--- config.mk ---
export PLATFORM = sky130hd
export DESIGN_NAME = mprs_device_flat
export DESIGN_NICKNAME = d
export VERILOG_FILES = /design/src/design/mprs_pkg.sv /design/src/design/mprs_if.sv /design/src/design/mprs_device.sv /design/src/flat_wrapper.sv
export SDC_FILE = /design/constraint.sdc
export NUM_CORES = 1
export LEC_CHECK = 0
export BUFFER_PORTS_ARGS = -buffer_cell sky130_fd_sc_hd__buf_2
export CAP_MARGIN = 25
export CORE_UTILIZATION = 50
export CTS_BUF_LIST = sky130_fd_sc_hd__clkbuf_4 sky130_fd_sc_hd__clkbuf_8
export CTS_CLUSTER_DIAMETER = 120
export DETAILED_ROUTE_END_ITERATION = 7
export PLACE_DENSITY = 0.68
export SETUP_SLACK_MARGIN = 0.15
export SLEW_MARGIN = 20
export SYNTH_ARGS = -nofsm -noshare
export SYNTH_HDL_FRONTEND = slang
export SYNTH_SLANG_ARGS = --single-unit
--- constraint.sdc ---
create_clock -name core_clk -period 2.7 [get_ports core_clk]
set_clock_uncertainty 0.05 [all_clocks]
set_input_delay 0.27 -clock core_clk [delete_from_list [all_inputs] [get_ports core_clk]]
set_output_delay 0.27 -clock core_clk [all_outputs]
set_load 0.01 [all_outputs]
--- src/design/mprs_pkg.sv ---
// Shared constants and types for the module power and reset sequencer
package mprs_pkg;

  // ---------------------------------------------------------------
  // Clock and timing
  // ---------------------------------------------------------------
  localparam int unsigned CLK_PERIOD_PS   = 5000;
  localparam int unsigned PS_PER_MS       = 1000000000;
  localparam int unsigned PWR_ON_MIN_MS   = 25;
  localparam int unsigned RESET_PULSE_MS  = 10;
  localparam int unsigned POWER_UP_MIN_MS = 2000;
  // Cycle counts, least times rounded up
  localparam longint unsigned PWR_ON_CYC_DEF =
    (longint'(PWR_ON_MIN_MS) * PS_PER_MS + CLK_PERIOD_PS - 1) / CLK_PERIOD_PS;
  localparam longint unsigned RESET_CYC_DEF =
    (longint'(RESET_PULSE_MS) * PS_PER_MS + CLK_PERIOD_PS - 1) / CLK_PERIOD_PS;
  localparam longint unsigned POWER_UP_CYC_DEF =
    (longint'(POWER_UP_MIN_MS) * PS_PER_MS + CLK_PERIOD_PS - 1) / CLK_PERIOD_PS;
  localparam int unsigned CNT_W = 32;

  // ---------------------------------------------------------------
  // Device power states
  // ---------------------------------------------------------------
  typedef enum logic [3:0] {
    MPRS_DEV_OFF   = 4'h1,
    MPRS_DEV_IDLE  = 4'h2,
    MPRS_DEV_COMM  = 4'h4,
    MPRS_DEV_SLEEP = 4'h8
  } mprs_dev_state_e;

  // ---------------------------------------------------------------
  // Host sequencer states
  // ---------------------------------------------------------------
  typedef enum logic [4:0] {
    MPRS_HST_IDLE  = 5'h01,
    MPRS_HST_PULSE = 5'h02,
    MPRS_HST_WAIT  = 5'h04,
    MPRS_HST_READY = 5'h08,
    MPRS_HST_RST   = 5'h10
  } mprs_host_state_e;

endpackage

--- src/design/mprs_if.sv ---
// Interface carrying the control lines between host and module
`timescale 1ns/1ps
interface mprs_if;
  // Open-drain requests: driven low by the host when enabled
  logic power_on_request_n_oe;
  logic reset_request_n_oe;
  logic terminal_ready_n;
  logic wake_request_line;
  logic io_supply_status;
  logic interface_on_indicator;

  modport device_mp (
    input  power_on_request_n_oe,
    input  reset_request_n_oe,
    input  terminal_ready_n,
    input  wake_request_line,
    output io_supply_status,
    output interface_on_indicator
  );

  modport host_mp (
    output power_on_request_n_oe,
    output reset_request_n_oe,
    output terminal_ready_n,
    output wake_request_line,
    input  io_supply_status,
    input  interface_on_indicator
  );
endinterface

--- src/design/mprs_device.sv ---
// Module end: power state, reset handling and serial handshake indicators
// What this block and the host do
// [RL1] Host holds power-on low at least 25 ms
// [RL2] Power-on input idles high via pull-up
// [RL3] Host waits 2000 ms after power-on edge
// [RL4] Power-on line never powers the module off
// [RL5] Host sends a 10 ms reset pulse
// [RL6] Reset restarts if power-on low, else off
// [RL7] Reset clears processor state and memory
// [RL8] Reset ignored while module is off
// [RL9] Host waits 2000 ms after reset edge
// [RL10] Supply status low off, high when on
// [RL11] Terminal ready blocks sleep, wakes, toggles mode
// [RL12] Sleep setting 1 enables wake line wakeup
// [RL13] Interface-on indicator set while serial on
// [RL14] Host times with own counters, syncs status
`timescale 1ns/1ps
module mprs_device #(
  parameter longint unsigned PWR_ON_CYC = mprs_pkg::PWR_ON_CYC_DEF
) (
  input  wire logic        core_clk,
  input  wire logic        rst_n,
  mprs_if.device_mp        link,
  input  wire logic        sleep_wake_setting,
  input  wire logic        sleep_request,
  input  wire logic        comm_active,
  input  wire logic        power_off_command,
  output logic             data_mode,
  output logic             state_cleared,
  output logic [3:0]       power_state
);

  // ---------------------------------------------------------------
  // Pin resolution and three-stage synchronisers
  // ---------------------------------------------------------------
  logic pwr_pin;
  logic rst_pin;
  logic [2:0] pwr_sync_q;
  logic [2:0] rst_sync_q;
  logic [2:0] dtr_sync_q;
  logic [2:0] wake_sync_q;
  logic pwr_n_q;
  logic rst_n_q;
  logic dtr_n_q;
  logic wake_q;
  logic rst_prev_q;
  logic dtr_prev_q;
  logic wake_prev_q;
  logic [mprs_pkg::CNT_W-1:0] pwr_cnt_q;
  logic pwr_valid_q;
  mprs_pkg::mprs_dev_state_e state_q;

  // Pull-up: line reads high unless the host pulls it low
  assign pwr_pin = ~link.power_on_request_n_oe;  // RL2
  assign rst_pin = ~link.reset_request_n_oe;

  // Synchroniser chains; first stage feeds only the second
  always_ff @(posedge core_clk or negedge rst_n)
  begin
    if (!rst_n)
    begin
      pwr_sync_q  <= 3'h7;
      rst_sync_q  <= 3'h7;
      dtr_sync_q  <= 3'h7;
      wake_sync_q <= 3'h0;
    end
    else
    begin
      pwr_sync_q  <= {pwr_sync_q[1:0], pwr_pin};
      rst_sync_q  <= {rst_sync_q[1:0], rst_pin};
      dtr_sync_q  <= {dtr_sync_q[1:0], link.terminal_ready_n};
      wake_sync_q <= {wake_sync_q[1:0], link.wake_request_line};
    end
  end

  // Filtered levels change once stages two and three agree
  always_ff @(posedge core_clk or negedge rst_n)
  begin
    if (!rst_n)
    begin
      pwr_n_q <= 1'b1;
      rst_n_q <= 1'b1;
      dtr_n_q <= 1'b1;
      wake_q  <= 1'b0;
    end
    else
    begin
      if (pwr_sync_q[1] == pwr_sync_q[2])
        pwr_n_q <= pwr_sync_q[2];
      if (rst_sync_q[1] == rst_sync_q[2])
        rst_n_q <= rst_sync_q[2];
      if (dtr_sync_q[1] == dtr_sync_q[2])
        dtr_n_q <= dtr_sync_q[2];
      if (wake_sync_q[1] == wake_sync_q[2])
        wake_q <= wake_sync_q[2];
    end
  end

  // Edge history of filtered levels
  always_ff @(posedge core_clk or negedge rst_n)
  begin
    if (!rst_n)
    begin
      rst_prev_q  <= 1'b1;
      dtr_prev_q  <= 1'b1;
      wake_prev_q <= 1'b0;
    end
    else
    begin
      rst_prev_q  <= rst_n_q;
      dtr_prev_q  <= dtr_n_q;
      wake_prev_q <= wake_q;
    end
  end

  logic rst_fall;
  logic dtr_fall;
  logic wake_act;
  assign rst_fall = rst_prev_q & ~rst_n_q;
  assign dtr_fall = dtr_prev_q & ~dtr_n_q;
  assign wake_act = wake_q ^ wake_prev_q;

  // ---------------------------------------------------------------
  // Power-on assertion timer
  // ---------------------------------------------------------------
  // Short glitches on the power-on line must not start the module
  always_ff @(posedge core_clk or negedge rst_n)
  begin
    if (!rst_n)
    begin
      pwr_cnt_q   <= '0;
      pwr_valid_q <= 1'b0;
    end
    else if (pwr_n_q)
    begin
      pwr_cnt_q   <= '0;
      pwr_valid_q <= 1'b0;
    end
    else if (pwr_cnt_q >= PWR_ON_CYC[mprs_pkg::CNT_W-1:0] - 1'b1)
      pwr_valid_q <= 1'b1;
    else
      pwr_cnt_q <= pwr_cnt_q + 1'b1;
  end

  // ---------------------------------------------------------------
  // Power state machine
  // ---------------------------------------------------------------
  always_ff @(posedge core_clk or negedge rst_n)
  begin
    if (!rst_n)
      state_q <= mprs_pkg::MPRS_DEV_OFF;
    else
    begin
      case (state_q)
        mprs_pkg::MPRS_DEV_OFF:
          // Reset line has no effect here; only power-on starts
          if (pwr_valid_q)  // RL8
            state_q <= mprs_pkg::MPRS_DEV_IDLE;
        mprs_pkg::MPRS_DEV_IDLE,
        mprs_pkg::MPRS_DEV_COMM,
        mprs_pkg::MPRS_DEV_SLEEP:
          // Power-on line is never a power-off source
          if (power_off_command)  // RL4
            state_q <= mprs_pkg::MPRS_DEV_OFF;
          else if (rst_fall)
            state_q <= pwr_n_q ? mprs_pkg::MPRS_DEV_OFF
                               : mprs_pkg::MPRS_DEV_IDLE;  // RL6
          else if (state_q == mprs_pkg::MPRS_DEV_SLEEP)
          begin
            if (!dtr_n_q || (sleep_wake_setting && wake_act))  // RL11 RL12
              state_q <= mprs_pkg::MPRS_DEV_IDLE;
          end
          else if (comm_active)
            state_q <= mprs_pkg::MPRS_DEV_COMM;
          else if (sleep_request && dtr_n_q)  // RL11
            state_q <= mprs_pkg::MPRS_DEV_SLEEP;
          else
            state_q <= mprs_pkg::MPRS_DEV_IDLE;
        default:
          state_q <= mprs_pkg::MPRS_DEV_OFF;
      endcase
    end
  end

  // Reset flag marks cleared processor and memory state
  always_ff @(posedge core_clk or negedge rst_n)
  begin
    if (!rst_n)
      state_cleared <= 1'b0;
    else if (state_q != mprs_pkg::MPRS_DEV_OFF && rst_fall)
      state_cleared <= 1'b1;  // RL7
    else if (state_q == mprs_pkg::MPRS_DEV_OFF && pwr_valid_q)
      state_cleared <= 1'b0;
  end

  // Terminal-ready assertion toggles data and command mode
  always_ff @(posedge core_clk or negedge rst_n)
  begin
    if (!rst_n)
      data_mode <= 1'b0;
    else if (state_q == mprs_pkg::MPRS_DEV_OFF || rst_fall)
      data_mode <= 1'b0;
    else if (dtr_fall)
      data_mode <= ~data_mode;  // RL11
  end

  // ---------------------------------------------------------------
  // Status outputs, registered
  // ---------------------------------------------------------------
  always_ff @(posedge core_clk or negedge rst_n)
  begin
    if (!rst_n)
    begin
      link.io_supply_status       <= 1'b0;
      link.interface_on_indicator <= 1'b0;
    end
    else
    begin
      link.io_supply_status       <= (state_q != mprs_pkg::MPRS_DEV_OFF);  // RL10
      link.interface_on_indicator <= (state_q == mprs_pkg::MPRS_DEV_IDLE) ||
                                     (state_q == mprs_pkg::MPRS_DEV_COMM);  // RL13
    end
  end

  assign power_state = state_q;

endmodule

--- src/flat_wrapper.sv ---
// flat-port wrapper written by rule: the top's interface ports become plain ports
module mprs_device_flat 
#(
  parameter longint unsigned PWR_ON_CYC = mprs_pkg::PWR_ON_CYC_DEF
)
  (core_clk, rst_n, sleep_wake_setting, sleep_request, comm_active, power_off_command, data_mode, state_cleared, power_state, link_power_on_request_n_oe, link_reset_request_n_oe, link_terminal_ready_n, link_wake_request_line, link_io_supply_status, link_interface_on_indicator);
  mprs_if link_i ();
  input  wire logic core_clk;
  input  wire logic rst_n;
  input  wire logic sleep_wake_setting;
  input  wire logic sleep_request;
  input  wire logic comm_active;
  input  wire logic power_off_command;
  output logic data_mode;
  output logic state_cleared;
  output logic [3:0] power_state;
  input wire logic [$bits(link_i.power_on_request_n_oe)-1:0] link_power_on_request_n_oe;
  input wire logic [$bits(link_i.reset_request_n_oe)-1:0] link_reset_request_n_oe;
  input wire logic [$bits(link_i.terminal_ready_n)-1:0] link_terminal_ready_n;
  input wire logic [$bits(link_i.wake_request_line)-1:0] link_wake_request_line;
  output wire logic [$bits(link_i.io_supply_status)-1:0] link_io_supply_status;
  output wire logic [$bits(link_i.interface_on_indicator)-1:0] link_interface_on_indicator;
  assign link_i.power_on_request_n_oe = link_power_on_request_n_oe;
  assign link_i.reset_request_n_oe = link_reset_request_n_oe;
  assign link_i.terminal_ready_n = link_terminal_ready_n;
  assign link_i.wake_request_line = link_wake_request_line;
  assign link_io_supply_status = link_i.io_supply_status;
  assign link_interface_on_indicator = link_i.interface_on_indicator;
  mprs_device #(.PWR_ON_CYC(PWR_ON_CYC)) u_core (.core_clk(core_clk), .rst_n(rst_n), .link(link_i), .sleep_wake_setting(sleep_wake_setting), .sleep_request(sleep_request), .comm_active(comm_active), .power_off_command(power_off_command), .data_mode(data_mode), .state_cleared(state_cleared), .power_state(power_state));
endmodule
# [Word level (Yosys, flattened, before mapping)]
# Index checks and enable logic that the tools add are counted.
[word_totals] out_inout_bits=8 n_memories=0 reg_bits=60 ramBits=0 latch_bits=0 input_bits=10 elab_cells=70 rom_bits=0
[classes] shifts=0 addsub=1 reduce_logical=13 magnitude_cmp=1 bitwise_logic=8 muxes=17 mul=0 n_eq_ne=12 n_div=0
[op_table] operator="two-way mux 32 bit" n=2
[op_table] operator="adder 32 x 1 -> 32 bit (second input constant)" n=1
[op_table] operator="greater-or-equal comparator 32 x 23 -> 1 bit (second input constant)" n=1
[op_table] operator="two-way mux 4 bit" n=7
[op_table] operator="one-hot mux 4 bit (2 select lines)" n=1
[op_table] operator="two-way mux 1 bit" n=6
[op_table] operator="nonzero test 2 bit" n=3
[op_table] operator="!= test 5 x 4 -> 1 bit (second input constant)" n=1
[op_table] operator="NOT 1 bit" n=5
[op_table] operator="equality test 1 bit" n=4
[op_table] operator="equality test 4 x 1 -> 1 bit (second input constant)" n=1
[op_table] operator="equality test 4 x 2 -> 1 bit (second input constant)" n=1
[op_table] operator="equality test 4 x 3 -> 1 bit (second input constant)" n=1
[op_table] operator="equality test 4 bit (second input constant)" n=1
[op_table] operator="logical AND 1 bit" n=4
[op_table] operator="!= test 2 x 1 -> 1 bit (second input constant)" n=2
[op_table] operator="!= test 4 x 1 -> 1 bit (second input constant)" n=1
[op_table] operator="logical OR 1 bit" n=3
[op_table] operator="OR reduction 3 bit" n=1
[op_table] operator="AND 1 bit" n=2
[op_table] operator="two-way mux 2 bit" n=1
[op_table] operator="AND reduction 2 bit" n=1
[op_table] operator="zero test 1 bit" n=1
[op_table] operator="XOR 1 bit" n=1

# [Longest topological paths before layout]
[depth] depth_word=8 mapped_depth=8 depth_no_buf=6

# [Least setup slack after synthesis]
# No wires, ideal clock.
[synth_timing] path_kind="reg2reg" startpoint="reg u_core.pwr_cnt_q[24] (netlist name)" endpoint="reg u_core.pwr_cnt_q[6] (netlist name)" stages_incl_launch_ff=7 t_required_ps=2525 slack_ps=513 period_less_slack_ps=2187 n_path_buf=1 t_arrival_ps=2013 setup_time_ps=125 path_cell_list="dfrtp_1 or4_4 nor4_4 nand2_2 buf_6 nor4_1 mux2_2"
[synth_via] elab_chain_cells=2
[synth_rtl] element="start, declared" line="mprs_device.sv:49" rtl="logic [mprs_pkg::CNT_W-1:0] pwr_cnt_q;"
[synth_rtl] element="start signal, assigned" line="mprs_device.sv:142" rtl="pwr_cnt_q <= pwr_cnt_q + 1'b1;"
[synth_rtl] element="greater-or-equal comparator 32 x 23 -> 1 bit" line="mprs_device.sv:139" rtl="else if (pwr_cnt_q >= PWR_ON_CYC[mprs_pkg::CNT_W-1:0] - 1'b1)"
[synth_rtl] element="!= test 2 x 1 -> 1 bit (no line)"
# No other way between the ends.
# A chain may end at the register's enable or synchronous reset.

# [Final worst setup path]
[layout_timing] startpoint="reg u_core.pwr_cnt_q[21] (netlist name)" endpoint="reg u_core.pwr_cnt_q[11] (netlist name)"
# The elaborated chain is that of the path after synthesis.

==> qor.csv <==
metric,value,unit
start_util,52.23,%
cp.required,2.86,ns
synth_edf_count,0,
hold_buffers,5,
grt_first_pass_wirelength,8445,µm
setup_violations,0,
synthFlopType,dfrtp_1,
power_density,595.3,nW/µm²
synth_cell_types,44,
relSlewSlack,68.82,%
route.detailed.drc,0,
viasPerCell,5.554,
grt_pass1_vias,1828,
fin_crit_sh,87.10,%
row_count,26,
insertion_delay,0.34,ns
cts_resized,0,
wl_per_cell,14.39,µm
syn_nets,255,
rsz0062_at_grt,no,
worst-path-max-fanout,21,
period_needed,2.352,ns
ff2ff_setup_slack,0.35,ns
async_reset_ff_share,100.0,%
drtIter0Drc,205,
ioPinCount,18,
antenna_found_initial,0,
cts_tree,built,
crit_arrival,2.51,ns
cts_buffers,9,
critPathKind,register to register,
final.setup.tns,0,ns
core,5107,µm²
root_buffer,clkbuf_8,
fmax,425.2,MHz
cp_common_cell,or4_1,
htree_num_levels,3,
p_leak,1.363,nW
netlist_area,2668,µm²
die_area,5631,µm²
routed_wl,5035,µm
ir_drop,0.4266,mV
critPathBufInv,1,
busiest_layer,met2,
gp_congestion,0.8153,
crit_chain,or4_1 -> nor4_1 -> a22o_2 -> buf_4 -> or4_1 -> a21oi_1,
grt_max_degree,38,
use_met2,30.13,%
vias,1944,
hold_viol_final,0,
start_kind,register,
maxCapViolations,0,
nets,286,
grtUsageMet1,28.45,%
cts_num_sinks,60,
status,finished clean,
ys_seq_area_share,56.99,%
die-height,75.04,µm
slowest_delay,0.58,ns
ant_nets,0,
max_slew.worst_pin.slew,0.4660,ns
die_x,75.04,µm
critPathTopFamily,simple AND/OR/NAND/NOR gates,
synth_area_per_cell,10.93,µm²
drive_above_1_share,23.93,%
overflow,0,
n_antenna_cell,0,
place_hpwl,3374,µm
use_met3,4.819,%
syn_inst,244,
grt.total_usage,20.53,%
clockBufferDepth,2,
clkTransAtPathRegs,0.07,ns
dp_slack,0.3718,ns
yosysWarnings,0,
port_buffers,17,
postCtsSetupBuffers,0,
syn2layout_area_growth,15.99,%
setup_ws,0.3484,ns
critPathCaptureType,register,
drt-pass1-iter-count,4,
slew_viol_final,0,
hold_class,input port to register,
crit_slowest_cell,or4_1,
ys_seq_elements,60,
-- power breakdown --
group	internal (mW)	total (mW)	switching, mW
Sequential	0.937	0.962	0.0248
Combinational	0.0342	0.0839	0.0496
Clock	0.436	0.796	0.360
-- cell usage after synthesis (2+ instances only) --
cell,count,area share (%)
dfrtp_1,45,42
a21oi_1,20,3.8
or4_1,17,4.8
dfstp_2,15,15
nand2_1,15,2.1
o31ai_1,15,4.2
nand3_1,13,2.4
nor2_1,13,1.8
nor2b_1,13,3.0
inv_1,6,0.84
o21ai_0,6,1.1
or3_1,6,1.4
clkbuf_1,5,0.70
and3_1,4,0.94
maj3_1,4,1.5
nand4_1,4,0.94
nor4_1,4,0.94
buf_2,3,0.56
nor3_1,3,0.56
a211o_1,2,0.66
a21o_1,2,0.56
buf_4,2,0.56
mux2_2,2,0.84
or2_2,2,0.47
or4b_2,2,0.75
xnor2_1,2,0.66
xor2_1,2,0.66
-- flip-flops by register name (all words and copies together) (netlist names), 3 cells and up --
name / cells
u_core.pwr_cnt_q: 32
u_core.power_state: 4
u_core.dtr_sync_q: 3
u_core.pwr_sync_q: 3
u_core.rst_sync_q: 3
u_core.wake_sync_q: 3
-- cell usage in the layout, fill, tap and decap left out, drive strengths merged, types with 3 or more instances in the layout --
cell | synthesis | routed
nor2 | 13 | 13
dfstp | 15 | 15
nand2 | 16 | 16
a21oi | 20 | 20
o21ai | 6 | 6
inv | 6 | 6
nor2b | 13 | 13
or4 | 18 | 18
clkinv | 0 | 4
o31ai | 15 | 15
nand4 | 4 | 4
nor3 | 3 | 3
maj3 | 4 | 4
nand3 | 13 | 13
nor4 | 5 | 5
or3 | 6 | 6
buf | 6 | 26
dfrtp | 45 | 45
dlygate4sd3 | 0 | 5
and3 | 4 | 4
clkbuf | 5 | 10
-- worst paths after layout --
kind | start | endpoint | depth (start not counted)
worst max register to register | u_core.pwr_cnt_q[21] | u_core.pwr_cnt_q[11] | 6
worst min-delay path | comm_active | u_core.power_state[2] | 3
max in group asynchronous | rst_n | u_core.dtr_n_q | 3
worst min register to register | u_core.dtr_sync_q[0] | u_core.dtr_sync_q[1] | 0
worst max-delay path | u_core.pwr_cnt_q[21] | u_core.pwr_cnt_q[11] | 6
min in group asynchronous | rst_n | u_core.power_state[3] | 2
-- worst min-delay path, cell delays in order --
cell and delay, ns:
buf_2 0.12, nand3b_1 0.07, nor2_1 0.04
-- cell families after synthesis --
family	synth area share, %
AO/OA/AOI/OAI	12.01
XOR/XNOR	1.314
adder cells (fa/ha/maj)	1.970
buffers and inverters	3.095
flip-flops	56.99
multiplexers	1.219
AND/OR/NAND/NOR	23.41
-- area by class of cell --
class                           instances  area, µm²
Clock buffer                           10      131.4
Clock inverter                          6      65.06
Fill cell                             447       2013
Inverter                                6      22.52
Multi-Input combinational cell        167       1065
Sequential cell                        60       1520
Tap cell                               70      87.58
Timing Repair Buffer                   31      202.7
-- through the flow --
step	std cells	util, %	instance area [µm²]	hold WS (ns)	power (mW)
after floorplan	244	-	2668	-0.07559	1.015
after global placement	329	55.76	2848	0.06624	1.055
after detailed placement	329	55.76	2848	0.06488	1.058
after CTS	350	60.58	3094	0.1243	1.864
after global routing	350	60.58	3094	0.1795	1.912
final	350	60.58	3094	0.1387	1.842
-- routing by layer --
metal  wire, µm  share of wire (%)  vias to the layer above
li1           -                  -                      968
met1       2467                 49                      923
met2       2254                 45                       43
met3        220                4.4                       10
met4         93                1.8                        0
met5          0                  0                        -
No activity file was read; power rests on OpenSTA's default activity.
